<file path="src/common/fsc_pkg.sv">
package fsc_pkg;
   // ----------------------------------------
   // register offsets
   // ----------------------------------------
   localparam int ADDR_W = 8;
   localparam logic [7:0] OFS_EVT_EN = 8'h00;
   localparam logic [7:0] OFS_STATUS = 8'h04;
   localparam logic [7:0] OFS_MASK = 8'h08;
   localparam logic [7:0] OFS_LIVE = 8'h0C;
   localparam logic [7:0] OFS_CFG_LO = 8'h10;
   localparam logic [7:0] OFS_CFG_HI = 8'h14;
   localparam logic [7:0] OFS_FAIL_LO = 8'h18;
   localparam logic [7:0] OFS_FAIL_HI = 8'h1C;
   localparam logic [7:0] OFS_VALVE = 8'h20;

   // ----------------------------------------
   // field positions and reset values
   // ----------------------------------------
   localparam int EVT_LOGIC = 0;
   localparam int EVT_MAIN = 1;
   localparam int EVT_FIRST = 2;
   localparam int EVT_FURTHER = 3;
   localparam int EVT_LAYOUT = 4;
   localparam int NUM_EVT = 5;
   localparam int LIVE_CONN = 0;
   localparam int LIVE_MISMATCH = 1;
   localparam int LIVE_DIAG = 2;
   localparam int LIVE_V32 = 3;
   localparam int LIVE_FAULT = 4;
   localparam int LIVE_DIAG_BYTE = 8;
   localparam logic [3:0] EVT_EN_RST = 4'h1;
   localparam logic [4:0] MASK_RST = 5'h00;
   localparam logic [63:0] FAIL_RST = 64'h0000_0000_0000_0000;

   // ----------------------------------------
   // slot layout and module codes
   // ----------------------------------------
   localparam int CODE_W = 4;
   localparam int NUM_SLOTS = 10;
   localparam int EXP_MAX = 8;
   localparam int CFG_W = CODE_W * NUM_SLOTS;
   localparam logic [3:0] MOD_NONE = 4'h0;
   localparam logic [3:0] MOD_DIN = 4'h1;
   localparam logic [3:0] MOD_DOUT = 4'h2;
   localparam logic [3:0] MOD_DOUT_SUP = 4'h3;
   localparam logic [3:0] MOD_AIN = 4'h4;
   localparam logic [3:0] MOD_DIAG1 = 4'h5;
   localparam logic [3:0] MOD_DIAG2 = 4'h6;
   localparam logic [3:0] MOD_VALVE16 = 4'h7;
   localparam logic [3:0] MOD_VALVE32 = 4'h8;
   localparam int VALVE_NARROW = 16;

   // ----------------------------------------
   // fault actions and states
   // ----------------------------------------
   localparam logic [1:0] FAULT_DRIVE_LOW = 2'h0;
   localparam logic [1:0] FAULT_DRIVE_HIGH = 2'h1;
   localparam logic [1:0] FAULT_HOLD = 2'h2;

   typedef enum logic [1:0] {
      FSC_IDLE = 2'b00,
      FSC_RUN = 2'b01,
      FSC_FAULT = 2'b11,
      FSC_REFUSE = 2'b10
   } fsc_state_t;
endpackage

</file>
<file path="src/core/fsc_slot_failsafe.sv">
`timescale 1ns/100ps
// Overview of operation
// refuse cyclic connection while configured layout differs from fitted.
// diagnostics module allowed only in slot 1, four input bytes.
// valve module always configured, slot 1 or slot 2 after diagnostics.
// expansion modules follow valve slot, eight at most.
// new layout adopted only after logic supply off and on.
// logic supply drop raises event when enabled, enabled by default.
// main load supply drop raises event when enabled, default off.
// first extra load supply drop raises event when enabled.
// further extra supplies share one event enable, default off.
// on bus fault each valve takes its own action, default off.
// logic supply under-voltage shown as a bit of diagnostics byte.
// one shared diagnostics bit for all further extra supplies.
// hold action keeps last controller value until cyclic data resumes.
module fsc_slot_failsafe #(
   parameter int N_FURTHER = 8,
   parameter int VALVES = 32
) (
   // clock and reset
   input wire logic sys_clk,
   input wire logic rst,
   // register port
   input wire logic [fsc_pkg::ADDR_W-1:0] reg_addr,
   input wire logic [31:0] reg_wdata,
   input wire logic reg_wr,
   input wire logic reg_rd,
   output logic [31:0] reg_rdata,
   // supplies
   input wire logic logic_sensor_supply_on,
   input wire logic logic_sensor_supply_low,
   input wire logic main_load_supply_low,
   input wire logic first_extra_load_supply_low,
   input wire logic [N_FURTHER-1:0] further_extra_load_supplies_low,
   // fitted modules and link
   input wire logic [fsc_pkg::CODE_W*fsc_pkg::EXP_MAX-1:0] fitted_modules,
   input wire logic link_up,
   input wire logic bus_fault,
   // outputs
   output logic cyclic_connected,
   output logic [VALVES-1:0] valve_out,
   output logic [7:0] general_diag,
   output logic irq
);
   // ----------------------------------------
   // state
   // ----------------------------------------
   typedef struct packed {
      fsc_pkg::fsc_state_t st;
      logic [3:0] evt_en;
      logic [fsc_pkg::NUM_EVT-1:0] status;
      logic [fsc_pkg::NUM_EVT-1:0] mask;
      logic [fsc_pkg::CFG_W-1:0] cfg_pend;
      logic [fsc_pkg::CFG_W-1:0] cfg_act;
      logic [2*VALVES-1:0] fail_act;
      logic [VALVES-1:0] valve_cmd;
      logic [VALVES-1:0] valve_out;
      logic [3:0] low_q;
      logic supply_on_q;
      logic [31:0] rdata;
   } fsc_regs_t;

   fsc_regs_t r;
   fsc_regs_t next_r;
   logic match;
   logic diag_present;
   logic valves32;
   logic [3:0] low_now;
   logic [VALVES-1:0] fault_val;
   logic [VALVES-1:0] vmask;

   // ----------------------------------------
   // access decode
   // ----------------------------------------
   function automatic logic hit(
      input logic strobe,
      input logic [fsc_pkg::ADDR_W-1:0] addr,
      input logic [7:0] ofs
   );
      return strobe && addr == ofs;
   endfunction

   // ----------------------------------------
   // live status word
   // ----------------------------------------
   function automatic logic [31:0] live_word(
      input fsc_pkg::fsc_state_t st,
      input logic mis,
      input logic diag,
      input logic wide,
      input logic [3:0] lows
   );
      logic [31:0] w;
      w = 32'h0000_0000;
      w[fsc_pkg::LIVE_CONN] = st == fsc_pkg::FSC_RUN;
      w[fsc_pkg::LIVE_MISMATCH] = mis;
      w[fsc_pkg::LIVE_DIAG] = diag;
      w[fsc_pkg::LIVE_V32] = wide;
      w[fsc_pkg::LIVE_FAULT] = st == fsc_pkg::FSC_FAULT;
      w[fsc_pkg::LIVE_DIAG_BYTE +: 4] = lows;
      return w;
   endfunction

   // ----------------------------------------
   // layout comparison
   // ----------------------------------------
   fsc_layout_check u_check (
      .cfg(r.cfg_act),
      .fitted(fitted_modules),
      .match(match),
      .diag_present(diag_present),
      .valves32(valves32)
   );

   // further supplies share one bit
   assign low_now = {|further_extra_load_supplies_low,
      first_extra_load_supply_low, main_load_supply_low,
      logic_sensor_supply_low};

   // ----------------------------------------
   // per-valve fault value
   // ----------------------------------------
   generate
      for (genvar g = 0; g < VALVES; g++) begin : g_fail
         always_comb begin
            // drive low, high or hold
            case (r.fail_act[2*g +: 2])
               fsc_pkg::FAULT_DRIVE_HIGH: fault_val[g] = 1'b1;
               // last controller value
               fsc_pkg::FAULT_HOLD: fault_val[g] = r.valve_cmd[g];
               default: fault_val[g] = 1'b0;
            endcase
         end
      end
   endgenerate

   // ----------------------------------------
   // valve width mask
   // ----------------------------------------
   generate
      for (genvar v = 0; v < VALVES; v++) begin : g_vmask
         // sixteen or thirty-two valves
         assign vmask[v] = valves32 || v < fsc_pkg::VALVE_NARROW;
      end
   endgenerate

   // ----------------------------------------
   // next state
   // ----------------------------------------
   always_comb begin
      logic [fsc_pkg::NUM_EVT-1:0] set_evt;
      next_r = r;
      set_evt = '0;

      // ----------------------------------------
      // supply events
      // ----------------------------------------
      // logic supply event
      // main supply event
      // first extra supply event
      // further extra supplies event
      set_evt[3:0] = low_now & ~r.low_q & r.evt_en;
      next_r.low_q = low_now;

      // ----------------------------------------
      // layout adoption and link state
      // ----------------------------------------
      // adopt layout on logic supply power-up
      next_r.supply_on_q = logic_sensor_supply_on;
      if (logic_sensor_supply_on && !r.supply_on_q) begin
         next_r.cfg_act = r.cfg_pend;
         next_r.st = fsc_pkg::FSC_IDLE;
      end else begin
         case (r.st)
            fsc_pkg::FSC_IDLE: begin
               // refuse on mismatch
               if (link_up && match) begin
                  next_r.st = fsc_pkg::FSC_RUN;
               end else if (link_up) begin
                  next_r.st = fsc_pkg::FSC_REFUSE;
                  set_evt[fsc_pkg::EVT_LAYOUT] = 1'b1;
               end
            end
            fsc_pkg::FSC_RUN: begin
               if (bus_fault || !link_up) begin
                  next_r.st = fsc_pkg::FSC_FAULT;
               end
            end
            fsc_pkg::FSC_FAULT: begin
               // resume on fresh cyclic data
               if (hit(reg_wr, reg_addr, fsc_pkg::OFS_VALVE) && link_up &&
                   !bus_fault && match) begin
                  next_r.st = fsc_pkg::FSC_RUN;
               end
            end
            fsc_pkg::FSC_REFUSE: begin
               if (!link_up) begin
                  next_r.st = fsc_pkg::FSC_IDLE;
               end
            end
            default: next_r.st = fsc_pkg::FSC_IDLE;
         endcase
      end

      // ----------------------------------------
      // register writes
      // ----------------------------------------
      if (reg_wr) begin
         case (reg_addr)
            fsc_pkg::OFS_EVT_EN: next_r.evt_en = reg_wdata[3:0];
            fsc_pkg::OFS_MASK:
               next_r.mask = reg_wdata[fsc_pkg::NUM_EVT-1:0];
            fsc_pkg::OFS_CFG_LO: next_r.cfg_pend[31:0] = reg_wdata;
            fsc_pkg::OFS_CFG_HI:
               next_r.cfg_pend[fsc_pkg::CFG_W-1:32] =
                  reg_wdata[fsc_pkg::CFG_W-33:0];
            fsc_pkg::OFS_FAIL_LO: next_r.fail_act[31:0] = reg_wdata;
            fsc_pkg::OFS_FAIL_HI:
               next_r.fail_act[2*VALVES-1:32] = reg_wdata[2*VALVES-33:0];
            fsc_pkg::OFS_VALVE: begin
               if (r.st == fsc_pkg::FSC_RUN ||
                   next_r.st == fsc_pkg::FSC_RUN) begin
                  next_r.valve_cmd = reg_wdata[VALVES-1:0];
               end
            end
            default: ;
         endcase
      end

      // ----------------------------------------
      // register reads
      // ----------------------------------------
      next_r.rdata = 32'h0000_0000;
      if (reg_rd) begin
         case (reg_addr)
            fsc_pkg::OFS_EVT_EN: next_r.rdata[3:0] = r.evt_en;
            fsc_pkg::OFS_STATUS:
               next_r.rdata[fsc_pkg::NUM_EVT-1:0] = r.status;
            fsc_pkg::OFS_MASK: next_r.rdata[fsc_pkg::NUM_EVT-1:0] = r.mask;
            fsc_pkg::OFS_LIVE:
               next_r.rdata = live_word(r.st, !match, diag_present,
                  valves32, r.low_q);
            fsc_pkg::OFS_CFG_LO: next_r.rdata = r.cfg_pend[31:0];
            fsc_pkg::OFS_CFG_HI:
               next_r.rdata[fsc_pkg::CFG_W-33:0] =
                  r.cfg_pend[fsc_pkg::CFG_W-1:32];
            fsc_pkg::OFS_FAIL_LO: next_r.rdata = r.fail_act[31:0];
            fsc_pkg::OFS_FAIL_HI:
               next_r.rdata[2*VALVES-33:0] = r.fail_act[2*VALVES-1:32];
            fsc_pkg::OFS_VALVE: next_r.rdata[VALVES-1:0] = r.valve_cmd;
            default: ;
         endcase
      end

      // ----------------------------------------
      // sticky status, read clears, set wins
      // ----------------------------------------
      next_r.status = r.status | set_evt;
      if (hit(reg_rd, reg_addr, fsc_pkg::OFS_STATUS)) begin
         next_r.status = set_evt;
      end

      // ----------------------------------------
      // valve drive
      // ----------------------------------------
      case (next_r.st)
         fsc_pkg::FSC_RUN: next_r.valve_out = next_r.valve_cmd & vmask;
         // fault action per valve
         fsc_pkg::FSC_FAULT: next_r.valve_out = fault_val & vmask;
         default: next_r.valve_out = '0;
      endcase
   end

   // ----------------------------------------
   // registers
   // ----------------------------------------
   always_ff @(posedge sys_clk) begin
      if (rst) begin
         r <= '0;
         r.st <= fsc_pkg::FSC_IDLE;
         // logic supply event on by default
         r.evt_en <= fsc_pkg::EVT_EN_RST;
         r.mask <= fsc_pkg::MASK_RST;
         // default drive low
         r.fail_act <= fsc_pkg::FAIL_RST[2*VALVES-1:0];
      end else begin
         r <= next_r;
      end
   end

   // ----------------------------------------
   // outputs
   // ----------------------------------------
   assign reg_rdata = r.rdata;
   assign valve_out = r.valve_out;
   // connected only with matching layout
   assign cyclic_connected = r.st == fsc_pkg::FSC_RUN;
   // logic supply bit in diagnostics byte
   assign general_diag = {4'h0, r.low_q};

   // ----------------------------------------
   // interrupt
   // ----------------------------------------
   // unmasked sticky events raise irq
   assign irq = |(r.status & r.mask);
endmodule

</file>
<file path="src/core/fsc_layout_check.sv">
`timescale 1ns/100ps
module fsc_layout_check (
   // configured and fitted layouts
   input wire logic [fsc_pkg::CFG_W-1:0] cfg,
   input wire logic [fsc_pkg::CODE_W*fsc_pkg::EXP_MAX-1:0] fitted,
   // results
   output logic match,
   output logic diag_present,
   output logic valves32
);
   // ----------------------------------------
   // slot decode
   // ----------------------------------------
   function automatic logic [3:0] slot_code(
      input logic [fsc_pkg::CFG_W-1:0] c,
      input int idx
   );
      return c[idx*fsc_pkg::CODE_W +: fsc_pkg::CODE_W];
   endfunction

   function automatic logic is_exp(input logic [3:0] c);
      return c == fsc_pkg::MOD_NONE || c == fsc_pkg::MOD_DIN ||
         c == fsc_pkg::MOD_DOUT || c == fsc_pkg::MOD_DOUT_SUP ||
         c == fsc_pkg::MOD_AIN;
   endfunction

   always_comb begin
      logic [3:0] valve;
      logic [3:0] fit;
      logic ok;
      int vidx;
      valve = 4'h0;
      fit = 4'h0;
      ok = 1'b1;
      vidx = 0;
      // diagnostics only in slot 1
      diag_present = slot_code(cfg, 0) == fsc_pkg::MOD_DIAG1 ||
         slot_code(cfg, 0) == fsc_pkg::MOD_DIAG2;
      vidx = diag_present ? 1 : 0;
      // valve module is mandatory
      valve = slot_code(cfg, vidx);
      valves32 = valve == fsc_pkg::MOD_VALVE32;
      if (valve != fsc_pkg::MOD_VALVE16 && !valves32) begin
         ok = 1'b0;
      end
      // expansion list, at most eight
      for (int i = 0; i < fsc_pkg::EXP_MAX; i++) begin
         fit = fitted[i*fsc_pkg::CODE_W +: fsc_pkg::CODE_W];
         if (slot_code(cfg, vidx + 1 + i) != fit || !is_exp(fit)) begin
            ok = 1'b0;
         end
      end
      if (!diag_present &&
          slot_code(cfg, fsc_pkg::NUM_SLOTS - 1) != fsc_pkg::MOD_NONE) begin
         ok = 1'b0;
      end
      match = ok;
   end
endmodule

</file>
<file path="config.mk">
export PLATFORM = sky130hd
export DESIGN_NAME = fsc_slot_failsafe
export DESIGN_NICKNAME = d
export VERILOG_FILES = /design/src/common/fsc_pkg.sv /design/src/core/fsc_slot_failsafe.sv /design/src/core/fsc_layout_check.sv
export SDC_FILE = /design/constraint.sdc
export NUM_CORES = 1
export LEC_CHECK = 0
export BUFFER_PORTS_ARGS = -buffer_cell sky130_fd_sc_hd__buf_4
export CORE_MARGIN = 10
export CORE_UTILIZATION = 35
export DETAILED_ROUTE_END_ITERATION = 10
export SYNTH_ARGS = -nofsm -noshare
export SYNTH_HDL_FRONTEND = slang
export SYNTH_SLANG_ARGS = --single-unit
</file>
<file path="constraint.sdc">
create_clock -name sys_clk -period 6.3 [get_ports sys_clk]
set_input_delay 0.315 -clock sys_clk [delete_from_list [all_inputs] [get_ports sys_clk]]
set_output_delay 0.315 -clock sys_clk [all_outputs]
set_load 0.005 [all_outputs]
</file>
# --- Word level (Yosys, flattened, before mapping) ---
# Index checks and enable logic that the tools add are counted.
totals:
  regBits: 261
  latch_bits: 0
  mem_bits_rw: 0
  mem_bits_ro: 0
  in_bits: 90
  n_memories: 0
op_classes:
  add_sub_neg: 8
  multipliers: 0
  div: 0
  order_cmp: 0
  eq_ne: 121
  shift: 9
  muxes: 63
  bitwise: 8
  reduce_logical: 86
ops:
  columns: ["op", "count"]
  rows:
  - ["variable part select 40 x 32 -> 4 bit", 9]
  - ["adder 30 x 4 -> 30 bit (second input constant)", 4]
  - ["one-hot mux 24 bit (5 select lines)", 1]
  - ["two-way mux 32 bit", 3]
  - ["equality test 2 bit (second input constant)", 35]
  - ["equality test 2 x 1 -> 1 bit (second input constant)", 34]
  - ["bitwise AND 32 bit", 2]
  - ["equality test 4 x 2 -> 1 bit (second input constant)", 16]
  - ["one-hot mux 1 bit (2 select lines)", 32]
  - ["one-hot mux 32 bit (2 select lines)", 1]
  - ["adder 30 x 2 -> 30 bit (second input constant)", 2]
  - ["adder 30 x 3 -> 30 bit (second input constant)", 2]
  - ["logical OR 1 bit", 43]
  - ["equality test 4 x 3 -> 1 bit (second input constant)", 10]
  - ["one-hot mux 4 bit (9 select lines)", 1]
  - ["equality test 4 x 1 -> 1 bit (second input constant)", 8]
  - ["equality test 8 x 5 -> 1 bit (second input constant)", 4]
  - ["logical NOT 4 bit", 8]
  - ["!= test 4 bit", 8]
  - ["equality test 8 x 4 -> 1 bit (second input constant)", 2]
  - ["two-way mux 1 bit", 15]
  - ["one-hot mux 3 bit (5 select lines)", 1]
  - ["logical NOT 1 bit", 14]
  - ["two-way mux 2 bit", 6]
  - ["other kinds (20)", 34]

# --- Longest topological paths before layout ---
depth:
  ltp_word: 28
  ltp_mapped: 13
  depth_no_buf: 10

# --- Cells and area by module ---
# A second synthesis with hierarchy kept.
hier_totals:
  hier_cells: 1725
  hier_area_um2: 13401.6
by_module_without_submodules:
  columns: ["module", "n_inst", "cells_each", "area_per_inst_um2", "seq_area_each_um2"]
  rows:
  - ["fsc_slot_failsafe", 1, 1556, 12316.8, 5225.0]
  - ["fsc_layout_check", 1, 169, 1084.8, 0.0]

# --- Least setup slack after synthesis ---
# Ideal clock, no wire load.
synth_timing:
  kind: "reg-to-reg"
  startpoint: "register r[166] in the netlist's numbering"
  endpoint: "register r[75] in the netlist's numbering"
  setup_time_ns: 0.128
  arrival_ns: 3.049
  required_time_ns: 6.172
  path_slack_ns: 3.124
  path_stages_with_launch: 13
  path_buffers: 2
  synth_period_minus_slack_ns: 3.176
  path_cell_list: "dfxtp_1 clkbuf_2 xnor2_2 o41ai_2 nand3_1 o2bb2ai_1 or4_1 or4_4 nor3_2 o21ai_2 buf_2 mux2i_1 nor2_1"
synth_via:
  elab_chain_cells: 26
  elab_cells_between_ends: 64
  classes_between: "add/sub: 8; eq/ne: 13; shift: 9; mux: 18; reduce/logical: 16"
synth_rtl:
  columns: ["element", "line_no", "text"]
  rows:
  - ["start: declaration", "fsc_slot_failsafe.sv:63", "fsc_regs_t r;"]
  - ["start signal: assignment", "fsc_slot_failsafe.sv:287", "r <= next_r;"]
  - ["branches (longest 16 deep; another with adder 30 x 2 -> 30 bit)", null, null]
  - ["two-way mux 1 bit *", "fsc_layout_check.sv:53", "if (!diag_present &&"]
  - ["logical AND 1 bit, on equally long branches", "fsc_slot_failsafe.sv:192, fsc_slot_failsafe.sv:177", null]
  - ["two-way mux 2 bit, on equally long branches", "fsc_slot_failsafe.sv:191, fsc_slot_failsafe.sv:177", null]
  - ["one-hot mux 2 bit (4 select lines) *", "fsc_slot_failsafe.sv:174", "case (r.st)"]
  - ["two-way mux 2 bit *", "fsc_slot_failsafe.sv:170", "if (logic_sensor_supply_on && !r.supply_on_q) begin"]
  - ["equality test 2 x 1 -> 1 bit *", "fsc_slot_failsafe.sv:222", "next_r.st == fsc_pkg::FSC_RUN) begin"]
  - ["logical OR 1 bit *", "fsc_slot_failsafe.sv:221", "if (r.st == fsc_pkg::FSC_RUN ||"]
  - ["two-way mux 32 bit *", "fsc_slot_failsafe.sv:221", null]
  - ["two-way mux 32 bit *", "fsc_slot_failsafe.sv:209", "case (reg_addr)"]
  - ["two-way mux 32 bit *", "fsc_slot_failsafe.sv:208", "if (reg_wr) begin"]
# Mark *: on every way between the ends.
# A chain may end at the register's enable or synchronous reset.

# --- Worst setup path after layout ---
layout_timing:
  startpoint: "register r[165] in the netlist's numbering"
  endpoint: "register r, in the netlist valve_out[26]"
layout_via:
  elab_chain_cells: 28
  elab_cells_between_ends: 68
  classes_between: "add/sub: 8; eq/ne: 14; shift: 9; mux: 19; bitwise: 2; reduce/logical: 16"
layout_rtl:
  columns: ["element", "line_no", "text"]
  rows:
  - ["branches (longest 27 deep; another with adder 30 x 2 -> 30 bit)", null, null]
  - ["one-hot mux 32 bit (2 select lines) *", "fsc_slot_failsafe.sv:266", "case (next_r.st)"]
# Marks and branches as above.

==> implementation parameters <==
Parameter                              Value

Outcome
  Result of the run ... completed

Pwr
  Switching share of total power ... 22.1%
  Net Switching ... 0.810 mW
  Leakage component of the power ... 5.30 nW
  Ratio of total power to cell area ... 249 nW/um2
  Clk pwr share ... 50.5%
  Fraction of power consumed by combinational cells ... 4.2%
  VDD IR-drop max ... 0.285 mV
  Sequential power share ... 45.3%
  Pint ... 2.85 mW

Synthesis
  Number of distinct library cells after synthesis ... 68
  Cell count after synthesis ... 1,556
  Synth Warn # ... 0
  Number of synthesized register bits ... 261
  Area of the mapped netlist ... 12,600 um2
  Share of the yosys chip area belonging to registers ... 41.6%
  Commonest register cell after synthesis ... dfxtp_1
  Syn Area/Cell ... 8.08 um2
  EDFF count, synth ... 0
  FFs w/ async S/R, synth ... 0%

CTS
  Maximum count of clock buffers along a single path ... 3
  Depth of the CTS H-tree ... 1
  Clock-pin slew reported for the worst setup and hold paths after clock tree synthesis ... 0.06 ns
  Number of buffers inserted by post-CTS setup repair ... 0
  Clock latency on the worst-skew pair ... 0.55 ns
  Number of instances resized during post-cts repair ... 0
  Number of buffers created by CTS ... 30
  Hold buffer count at cts ... 3
  Number of sinks handled by clock tree synthesis ... 261
  Clock tree from TritonCTS ... built
  Root Buffer Master ... clkbuf_16

Routing
  Total number of vias ... 11,500
  Average routed wire per standard cell ... 21.0 um
  Count of TritonRoute iterations in the first routing pass ... 6
  Initial drt markers ... 1,059
  Routed WL ... 44,000 um
  Post-DRT Antenna Nets ... 0
  Ratio of routed vias to standard cells ... 5.51
  Drc violations ... 0

Layout
  Finished Layout Cells ... 2,091
  Area grow syn2layout ... 17.0%
  Nets ... 1,759
  Fraction of layout instances using a drive strength above 1 ... 15.3%
  Fill cell count ... 3,582

Critical path
  Biggest cell delay along the critical path ... 0.69 ns
  Reg2reg setup slack ... 1.86 ns
  Reg2Reg Launch Point ... r[165]
  Cell with the largest stage delay on the worst path ... xnor2_2
  Worst Setup Start Kind ... flop
  Worst Path Required ... 6.75 ns
  Worst Path Buf+Inv ... 0
  Sort of element at the end of the critical path ... flop
  Arrival time of the worst setup path ... 4.90 ns
  FF-to-FF End ... valve_out[26]
  Type of the worst setup path ... flop to flop
  Worst r2r path cells ... 9
  Chain of cells forming the critical path ... xnor2_2 -> nor2_2 -> o311ai_0 -> o21ai_0 -> or4_1 -> or4_4 -> o31ai_4 -> nand3_1 -> o21ai_1
  Critical Path Fanout Max ... 16
  Family with the most delay on the worst path ... simple AND/OR/NAND/NOR gates

Floorplanning
  Die X-Extent ... 210 um
  Die area ... 43,900 um2
  I/O Pins ... 164
  Die Height ... 210 um
  Total number of placement rows ... 69
  Placeable core region ... 35,500 um2
  Initial core utilization ... 35.4%

GRT
  Vias in the first global route ... 11,100
  Largest net degree at the start of global routing ... 113
  Initial antenna violation count ... 2
  First-pass GRT wire length ... 67,100 um
  Total GRT Usage ... 19.0%
  Final global-route overflow total ... 0

Worst hold path
  Capture endpoint of the worst hold path ... r[32]
  Hold_sp ... logic_sensor_supply_on
  Type of the tightest min-delay check ... input pin to flop
  Worst hold path cell count ... 2

Timing
  Endpoints failing hold ... 0
  Final sum of negative setup slack ... 0 ns
  Setup repair after global routing missed its margin ... false
  Fmax ... 225 MHz
  Clock skew after layout ... 0.0176 ns
  Number of setup violations in the final report ... 0
  Total count of max-transition violations in the final report ... 0
  Final Cycle Share ... 70.5%
  Transition time at the pin with the least slew margin ... 1.15 ns
  Relative slew margins ... 23.2%
  Minimum clock period after layout ... 4.44 ns

Flow run
  Max-capacitance violation count ... 0

Placed design
  # port buffers ... 159
  Placed Cells ... 2,031
  Placer's final routability congestion estimate ... 0.943
  Detailed placement HPWL ... 31,200 um
## registers in the layout (all words and copies together), names as in the netlist
register	flops
valve_out	32
general_diag	4
r	193
reg_rdata	32
## through the flow
stage          util (%)  instance area (um2)  power [mW]  setup WS, ns  hold WS [ns]
6_report           41.5                14700        3.66          1.86        0.0186
5_1_grt            41.5                14700        3.76          1.57        0.0248
3_3_place_gp       38.3                13600        1.85          1.93         0.449
3_5_place_dp       38.3                13600        1.85          1.90         0.451
4_1_cts            41.4                14700        3.68          1.86       0.00525
2_1_floorplan         -                12600        1.76          3.12         0.436
## kinds of logic after synthesis
| group | Yosys count | share of synthesized area [%] |
|---|---|---|
| XOR/XNOR | 6 | 0.538 |
| AO/OA/AOI/OAI | 410 | 20.1 |
| flip-flops | 261 | 41.6 |
| AND/OR/NAND/NOR | 507 | 17.1 |
| adder cells (fa/ha/maj) | 65 | 6.45 |
| buffers and inverters | 252 | 9.87 |
| other | 1 | 0.0298 |
| multiplexers | 54 | 4.31 |
## cells in the final DEF, fill, tap and decap left out, drive strengths merged, types with 10 or more instances in the layout
master	count
nand2	332
dfxtp	261
a21oi	226
buf	175
inv	88
nor2	72
ha	64
a22oi	55
mux2i	53
clkbuf	41
o21ai	37
nand3	32
o32ai	16
a222oi	12
nor2b	11
a31oi	10
## synth_stat cells (all sizes together), types with 2 or more instances
master | count | area share (%)
and3 | 5 | 0.25
inv | 88 | 2.6
o22ai | 6 | 0.30
a221oi | 7 | 0.49
o2111ai | 2 | 0.14
clkbuf | 82 | 2.5
a22oi | 55 | 3.3
xnor2 | 2 | 0.20
nand3b | 4 | 0.24
a32oi | 4 | 0.28
nand4 | 8 | 0.40
a31oi | 10 | 0.50
o31ai | 5 | 0.41
o2bb2ai | 2 | 0.14
a222oi | 12 | 0.96
a211o | 2 | 0.14
mux2i | 53 | 4.2
ha | 64 | 6.4
o21a | 2 | 0.12
a2111oi | 3 | 0.26
buf | 82 | 4.8
o211ai | 3 | 0.18
nand2b | 7 | 0.35
o21ai | 37 | 1.5
o32ai | 16 | 1.1
o311ai | 2 | 0.14
a22o | 7 | 0.49
nor3 | 9 | 0.40
dfxtp | 261 | 42
nor4 | 9 | 0.45
xor2 | 4 | 0.34
nor2b | 11 | 0.55
nand4b | 2 | 0.14
o221ai | 2 | 0.14
and2 | 7 | 0.35
nand3 | 32 | 1.3
a21oi | 226 | 9.0
nand2 | 332 | 10
o41ai | 2 | 0.20
nor2 | 72 | 2.2
or4 | 5 | 0.33
## routing by layer
metal  vias up  GRT usage [%]  share of wire, %  wire [um]
met5         -              0             0.030         13
met4         2           5.78               2.9       1280
met3        77           2.82               7.5       3310
met2       504           31.4                47      20800
met1      5547           24.9                42      18600
li1       5398              -                 -          -
## power by group through the flow
| stage | clock network [mW] | logic [mW] | registers (mW) |
|---|---|---|---|
| 6_report | 1.85 | 0.154 | 1.66 |
| 3_3_place_gp | 0 | 0.151 | 1.70 |
| 3_5_place_dp | 0 | 0.151 | 1.70 |
| 5_1_grt | 1.93 | 0.165 | 1.66 |
| 2_1_floorplan | 0 | 0.0637 | 1.69 |
| 4_1_cts | 1.87 | 0.152 | 1.66 |
## how the worst max path moves through the flow
stage | start | end | depth (start not counted)
6_report | r[165] | valve_out[26] | 9
5_1_grt | r[166] | valve_out[26] | 9
4_1_cts | r[166] | valve_out[26] | 9
3_5_place_dp | r[166] | valve_out[26] | 9
3_3_place_gp | r[166] | valve_out[23] | 9
2_1_floorplan | r[166] | r[75] | 12
## cell type report
class                      count  area (um2)  share of cell area, %
multi-input combinational   1046        6150                   41.8
tap                          461         577                   3.92
clock buffer                  41         883                   6.01
inverter                      88         330                   2.25
clock inverter                15         189                   1.28
sequential                   261        5230                   35.5
timing repair buffer         178        1350                   9.16
antenna                        1        2.50                 0.0170
Note: power is estimated with default switching activity, not from simulation.
